$ cat src/jump_register_cfg.svh
// Purpose: constants for the register-indirect jump decoder
// Assumes: 32-bit instruction words, releases coded as small integers
// Notes: definitions only
`ifndef JUMP_REGISTER_CFG_SVH
`define JUMP_REGISTER_CFG_SVH

// instruction field positions
`define OPC_HI 31
`define OPC_LO 26
`define SRC_HI 25
`define SRC_LO 21
`define ZERO_HI 20
`define ZERO_LO 11
`define RD_HI 15
`define RD_LO 11
`define RT_HI 20
`define RT_LO 16
`define HINT_HI 10
`define HINT_LO 6
`define BARRIER_BIT 10
`define FUNC_HI 5
`define FUNC_LO 0

// encodings
`define OPC_SPECIAL 6'h00
`define FUNC_JUMP_OLD 6'h08
`define FUNC_JUMP_LINK 6'h09
`define ZERO_FIELD10 10'h000
`define ZERO_FIELD5 5'h00
`define HINT_DEFAULT 5'h00

// architecture release codes on the release input
`define REL_FIRST 3'h1
`define REL_SECOND 3'h2
`define REL_NEWER 3'h6

`endif

$ cat src/jump_register_pkg.sv
// Purpose: types shared by the jump decoder files
// Assumes: nothing beyond the cfg header
// Notes: the state struct is the whole of the top's storage
package jump_register_pkg;

    typedef enum logic [0:0] {
        ST_IDLE,
        ST_SLOT
    } jump_state_t;

    typedef struct packed {
        jump_state_t state;
        logic [63:0] target;
        logic isa_next;
        logic isa_load;
        logic addr_err;
        logic barrier;
        logic instr_set_select;
    } jump_regs_t;

endpackage : jump_register_pkg

$ cat src/jump_target_former.sv
// Purpose: forms next fetch address, mode bit and alignment fault
// Assumes: source register value read at jump issue
// Notes: pure combinational, no state
`timescale 1ns/1ns
`default_nettype none

module jump_target_former #(
    parameter int GPRLEN = 64
) (
    input wire logic [GPRLEN-1:0] src_value, // general_register contents
    input wire logic compressed_cfg, // compressed set present
    input wire logic code_compress_cfg, // code compression present
    output logic [GPRLEN-1:0] next_pc, // address to fetch after slot
    output logic isa_bit, // new instr_set_select value
    output logic isa_update, // mode bit is to be loaded
    output logic addr_err // target fetch must fault
);

    logic direct;

    // direct path only when neither indicator is set
    assign direct = !compressed_cfg && !code_compress_cfg;

    // direct path keeps the full value; else bit 0 is the mode bit
    always_comb
    begin
        if (direct)
        begin
            next_pc = src_value;
            isa_bit = 1'b0;
            isa_update = 1'b0;
            addr_err = |src_value[1:0];
        end
        else
        begin
            next_pc = {src_value[GPRLEN-1:1], 1'b0};
            isa_bit = src_value[0];
            isa_update = 1'b1;
            addr_err = !src_value[0] && src_value[1];
        end
    end

endmodule : jump_target_former

`default_nettype wire

$ cat src/jump_register_decode_execute.sv
// Purpose: decode and execute the register jump and its barrier form
// Assumes: one instruction offered per cycle, register value same cycle
// Notes: redirect fires when the delay slot instruction issues
`timescale 1ns/1ns
`default_nettype none
`include "jump_register_cfg.svh"

module jump_register_decode_execute #(
    parameter int GPRLEN = 64
) (
    input wire logic CLK, // core clock
    input wire logic NRST, // async reset, active low
    input wire logic CE, // clock enable, freezes state when low
    input wire logic INSTR_VALID, // an instruction issues this cycle
    input wire logic [31:0] INSTR, // instruction word
    input wire logic INSTR_IS_CTI, // other decoders flag a transfer op
    input wire logic [GPRLEN-1:0] SRC_VALUE, // general_register read
    input wire logic [2:0] ARCH_RELEASE, // architecture release code
    input wire logic COMPRESSED_SET_SUPPORT_CFG, // compressed set present
    input wire logic CODE_COMPRESS_SUPPORT_CFG, // compression present
    output logic [4:0] SOURCE_REG_FIELD, // register to read
    output logic JUMP_HIT, // a register jump decodes
    output logic BARRIER_HIT, // the barrier form decodes
    output logic RESERVED_INSTR, // reserved instruction exception
    output logic SLOT_PENDING, // waiting for the delay slot
    output logic REDIRECT_VALID, // fetch must go to REDIRECT_PC
    output logic [GPRLEN-1:0] REDIRECT_PC, // target address
    output logic TARGET_ADDR_ERROR, // target fetch raises address error
    output logic HAZARD_CLEAR, // clear hazards before target fetch
    output logic INSTR_SET_SELECT // current instr_set_select
);
    import jump_register_pkg::*;

    jump_regs_t r;
    jump_regs_t next_r;

    logic is_special;
    logic old_form;
    logic new_form;
    logic newer_rel;
    logic hint_ok;
    logic decode_ok;
    logic decode_bad;
    logic barrier_dec;
    logic [GPRLEN-1:0] formed_pc;
    logic formed_isa;
    logic formed_load;
    logic formed_err;
    logic slot_issue;
    logic slot_cti_fault;

    // target forming, shared by both encodings
    jump_target_former #(
        .GPRLEN(GPRLEN)
    ) u_former (
        .src_value(SRC_VALUE),
        .compressed_cfg(COMPRESSED_SET_SUPPORT_CFG),
        .code_compress_cfg(CODE_COMPRESS_SUPPORT_CFG),
        .next_pc(formed_pc),
        .isa_bit(formed_isa),
        .isa_update(formed_load),
        .addr_err(formed_err)
    );

    // field decode
    assign SOURCE_REG_FIELD = INSTR[`SRC_HI:`SRC_LO];
    assign is_special = INSTR[`OPC_HI:`OPC_LO] == `OPC_SPECIAL;
    assign newer_rel = ARCH_RELEASE == `REL_NEWER;

    // older form: bits 20..11 must be zero
    assign old_form = is_special
        && INSTR[`FUNC_HI:`FUNC_LO] == `FUNC_JUMP_OLD
        && INSTR[`ZERO_HI:`ZERO_LO] == `ZERO_FIELD10;

    // newer form: link jump whose destination field is zero
    assign new_form = is_special
        && INSTR[`FUNC_HI:`FUNC_LO] == `FUNC_JUMP_LINK
        && INSTR[`RT_HI:`RT_LO] == `ZERO_FIELD5
        && INSTR[`RD_HI:`RD_LO] == `ZERO_FIELD5;

    // first release allows hint zero only; later ones any hint
    always_comb
    begin
        if (ARCH_RELEASE == `REL_FIRST)
        begin
            hint_ok = INSTR[`HINT_HI:`HINT_LO] == `HINT_DEFAULT;
            barrier_dec = 1'b0;
        end
        else
        begin
            hint_ok = 1'b1;
            barrier_dec = INSTR[`BARRIER_BIT];
        end
    end

    // the old dedicated form is gone under the newer release
    always_comb
    begin
        if (newer_rel)
        begin
            decode_ok = new_form && hint_ok;
            decode_bad = old_form;
        end
        else
        begin
            decode_ok = old_form && hint_ok;
            decode_bad = old_form && !hint_ok;
        end
    end

    assign JUMP_HIT = INSTR_VALID && decode_ok && r.state == ST_IDLE;
    assign BARRIER_HIT = JUMP_HIT && barrier_dec;

    // the delay slot instruction issues while a jump waits
    assign slot_issue = INSTR_VALID && r.state == ST_SLOT;

    // a transfer op in the slot, our jump included, is reserved under
    // the newer release; older releases leave it unpredictable and
    // this block then simply treats it as the slot instruction
    assign slot_cti_fault = slot_issue && newer_rel
        && (INSTR_IS_CTI || decode_ok || decode_bad);

    // reserved when mis-encoded in idle or faulting in the slot
    assign RESERVED_INSTR = (INSTR_VALID && r.state == ST_IDLE
        && decode_bad) || slot_cti_fault;

    // redirect once the slot instruction has issued cleanly;
    // the jump itself reports no fault, the fetch of the target does
    assign REDIRECT_VALID = slot_issue && !slot_cti_fault;
    assign REDIRECT_PC = r.target;
    assign TARGET_ADDR_ERROR = REDIRECT_VALID && r.addr_err;

    // barrier released with the redirect: hazards from before the
    // jump are cleared; the slot instruction is already issuing, so
    // its own hazards are not promised to be cleared
    assign HAZARD_CLEAR = REDIRECT_VALID && r.barrier;

    assign SLOT_PENDING = r.state == ST_SLOT;
    assign INSTR_SET_SELECT = r.instr_set_select;

    // next state: capture target at issue, commit after the slot
    always_comb
    begin
        next_r = r;
        case (r.state)
            ST_IDLE:
            begin
                if (JUMP_HIT)
                begin
                    next_r.state = ST_SLOT;
                    next_r.target = formed_pc;
                    next_r.isa_next = formed_isa;
                    next_r.isa_load = formed_load;
                    next_r.addr_err = formed_err;
                    next_r.barrier = barrier_dec;
                end
            end
            ST_SLOT:
            begin
                if (slot_issue)
                begin
                    next_r.state = ST_IDLE;
                    // mode bit changes only when the jump completes
                    if (REDIRECT_VALID && r.isa_load)
                    begin
                        next_r.instr_set_select = r.isa_next;
                    end
                end
            end
            default:
            begin
                next_r.state = ST_IDLE;
            end
        endcase
    end

    // state register; CE low holds everything
    always_ff @(posedge CLK or negedge NRST)
    begin
        if (!NRST)
        begin
            r <= '0;
        end
        else if (CE)
        begin
            r <= next_r;
        end
    end

endmodule : jump_register_decode_execute

`default_nettype wire

$ cat config.mk
export PLATFORM = sky130hd
export DESIGN_NAME = jump_register_decode_execute
export DESIGN_NICKNAME = d
export VERILOG_FILES = /design/src/jump_register_pkg.sv /design/src/jump_target_former.sv /design/src/jump_register_decode_execute.sv
export VERILOG_INCLUDE_DIRS = /design/src /design/src/src
export SDC_FILE = /design/constraint.sdc
export NUM_CORES = 1
export LEC_CHECK = 0
export BUFFER_PORTS_ARGS = -buffer_cell sky130_fd_sc_hd__buf_2
export CAP_MARGIN = 20
export CORE_ASPECT_RATIO = 0.6
export CORE_MARGIN = 8
export CORE_UTILIZATION = 29
export DETAILED_ROUTE_END_ITERATION = 10
export HOLD_SLACK_MARGIN = 0.15
export PLACE_DENSITY = 0.53
export SLEW_MARGIN = 0
export SYNTH_ARGS = -nofsm -noshare
export SYNTH_HDL_FRONTEND = slang
export SYNTH_SLANG_ARGS = --single-unit
export TNS_END_PERCENT = 5
$ cat constraint.sdc
create_clock -name CLK -period 2.34 [get_ports CLK]
set_input_delay 0.117 -clock CLK [delete_from_list [all_inputs] [get_ports CLK]]
set_output_delay 0.117 -clock CLK [all_outputs]
set_load 0.005 [all_outputs]
==> impl_metrics.ini <==
[min_path]
hold_path_class = input pin to flip-flop
hold_path_startpoint = ARCH_RELEASE[0]
holdPathStages = 4
hold_end = r[1]

[floorplanning]
die_h_um = 101
die-area_mm2 = 0.0159
num_rows = 31
start_util = 0.293
fp.dieW_um = 158
coreArea_mm2 = 0.0119
io_pins = 183

[sta]
tightest_slew_ns = 0.434
slew_headroom = 0.703
rsz0062_at_grt = false
finalCritPeriodShare = 0.910
setup_viol = 0
clock_skew_ns = 0.00596
finalSetupTns_ns = 0
fmax_ghz = 0.469
hold_viol_final = 0
slew_viol_final = 0
min_period_ns = 2.13

[logic_synthesis]
ys_types = 36
syn_area_per_cell_um2 = 12.7
synth_top_family_by_area = multiplexers
ys.flop_type = dfrtp_1
yosys.area_share.xor_xnor = 0
yosys_warnings = 0
synthMuxAreaShare = 0.228
yosysSeqAreaShare = 0.502
syn_nets = 381
synth-compound-area-share = 0.0262
synth_fa_ha_area_frac = 0
yosysTopAreaCellShare = 0.502
synth_edf_count = 0
synth.largest_area_cell = dfrtp_1
synth-seq-cells = 70
synth_area_leaders = dfrtp_1 50%, mux2_2 19%, buf_4 15%
synthTopCellsByCount = 70 x dfrtp_1, 69 x buf_4, 60 x mux2_2
syn_area_mm2 = 0.00349
synth_cells = 275
synth.most_common_cell = dfrtp_1
synth-simple-area-share = 0.0746
async_reset_ff_frac = 1.00

[route]
wl_per_cell_um = 14.9
firstDrtPassIters = 4
drc = 0
drt-vias-per-instance = 4.13
vias = 2582
finalWirelength_um = 9320
drt_iter0_drc = 71
ant_nets = 0

[clock_tree]
clock_sinks = 70
htreeDepth = 3
cts_buffer_depth = 2
cts_tree = yes
cts-root-buf = clkbuf_16
cts_buffers = 9
clock_latency_ns = 0.33
post-cts-setup-buffer-count = 0
cts.clk_slew.worst_paths_ns = 0.06
ctsResizeCount = 0

[finish]
area_delta_synth_final_pct = 47.0
final_cells = 625
diodes = 0
fin_util = 0.431
layout.nets = 561
drive_gt1_frac = 0.574

[worst_setup_path]
cp_cell_sequence = dlygate4sd3_1 -> buf_2 -> or3_1 -> o221ai_1 -> nand3_1 -> nor4_1 -> buf_2
critPathCaptureType = primary output
r2r_cells = 5
r2r_end = REDIRECT_PC[43]
crit_family = buffers and inverters
cp_slowest_cell = dlygate4sd3_1
reg2reg_slack_ns = 0.49
crit_top_cell = buf_2
crit_type = input pin to primary output
arrival_ns = 2.01
start_kind = input pin
required_ns = 2.22
r2r-start = SLOT_PENDING
crit_fanout = 3
cp_num_cells = 7
crit_path_max_incr_delay_ns = 0.53
cp_num_buf_inv = 3

[pwr]
p_per_area_mw_per_mm2 = 599
p_clk_frac = 0.527
switching_share = 0.198
intPower_w = 0.00246
p_seq_frac = 0.394
ir_worst_vdd_mv = 0.301
combPwrFrac = 0.078
power.leakage_nw = 2.87
switchingPower_w = 0.000606

[place]
gp_congestion = 0.769
dp.cells = 537
io_buffers = 172
hpwl_um = 6130

[run_status]
status = finished clean

[global_routing]
grt_pass1_vias = 2998
grt-ovfl-total = 0
grt_max_degree = 71
antenna_found_initial = 0
grt_pass1_wl_um = 15000
grtUsageTotal = 0.121

[job]
drv_cap = 0
==> registers in the layout (all words and copies together) (netlist names) <==
signal and count:
REDIRECT_PC 64, r 4, INSTR_SET_SELECT 1, SLOT_PENDING 1
==> how the worst max path moves through the flow <==
stage          startpoint             end  slack (ns)
2_1_floorplan   INSTR[18]  REDIRECT_PC[1]        0.47
3_3_place_gp    INSTR[18]  REDIRECT_PC[2]        0.39
3_5_place_dp    INSTR[18]  REDIRECT_PC[6]        0.38
4_1_cts         INSTR[10]     BARRIER_HIT        0.19
5_1_grt         INSTR[10]     BARRIER_HIT        0.01
6_report        INSTR[10]     BARRIER_HIT        0.21
==> repair_timing <==
item,4_1_cts,5_1_grt
endpoints found under the setup margin,0,0
hold endpoints to repair,138,0
hold buffers,72,0
==> metal layers <==
metal / wire length, µm / track usage / vias up / part of all wire
li1: - / - / 1241 / -
met1: 3720 / 0.133 / 1244 / 0.40
met2: 4670 / 0.209 / 84 / 0.50
met3: 795 / 0.0488 / 13 / 0.085
met4: 133 / 0.0466 / 0 / 0.014
met5: 0 / 0 / - / 0
==> kinds of logic (layout without fill, tap and decap cells) <==
family | count (synthesis) | count (layout)
buffers and inverters | 82 | 267
flip-flops | 70 | 70
multiplexers | 69 | 69
AND/OR/NAND/NOR | 41 | 41
AO/OA/AOI/OAI | 13 | 13
==> cells in the final DEF, fill, tap and decap left out, types with 3 or more instances in the layout <==
master	instances
a21oi_1	3
buf_2	172
bufinv_16	3
clkbuf_16	9
dfrtp_1	70
dlygate4sd3_1	72
inv_1	3
mux2_2	60
mux2_4	6
mux2i_1	3
nand2_1	10
nand3_1	4
nor2_1	4
nor4_1	3
or3_1	3
==> worst reg2reg max path: cells and delay by family, from the launching register on <==
| family | cells | cell delay [ns] |
|---|---|---|
| flip-flops | 1 | 0.50 |
| buffers and inverters | 2 | 0.44 |
| AO/OA/AOI/OAI | 1 | 0.33 |
| AND/OR/NAND/NOR | 1 | 0.11 |
| multiplexers | 1 | 0.35 |
==> power groups by stage <==
| stage | registers (W) | logic, W | clock network [W] |
|---|---|---|---|
| 3_5_place_dp | 0.00123 | 0.000145 | 0 |
| 2_1_floorplan | 0.00123 | 0.0000291 | 0 |
| 4_1_cts | 0.00121 | 0.000239 | 0.00168 |
| 6_report | 0.00121 | 0.000240 | 0.00162 |
| 5_1_grt | 0.00121 | 0.000265 | 0.00174 |
| 3_3_place_gp | 0.00123 | 0.000143 | 0 |
==> layout make-up <==
class	instances	area, µm²
clock buffers	11	253
flip-flops and latches	70	1750
repair buffers	248	1640
well taps	165	206
fillers	1138	6780
multi-input cells	123	1160
clock inverters	5	105
inverters	3	11.3
==> per-stage QoR <==
| step | setup slack (ns) | hold WS, ns | area [µm²] | total power [W] |
|---|---|---|---|---|
| detailed placement | 0.378 | 0.174 | 4050 | 0.00138 |
| global route | 0.0143 | 0.190 | 5130 | 0.00321 |
| finish | 0.210 | 0.187 | 5130 | 0.00307 |
| floorplan | 0.471 | -0.179 | 3490 | 0.00126 |
| global placement | 0.387 | 0.174 | 4050 | 0.00138 |
| CTS | 0.193 | 0.162 | 5130 | 0.00313 |
(Power assumes the default switching activity.)
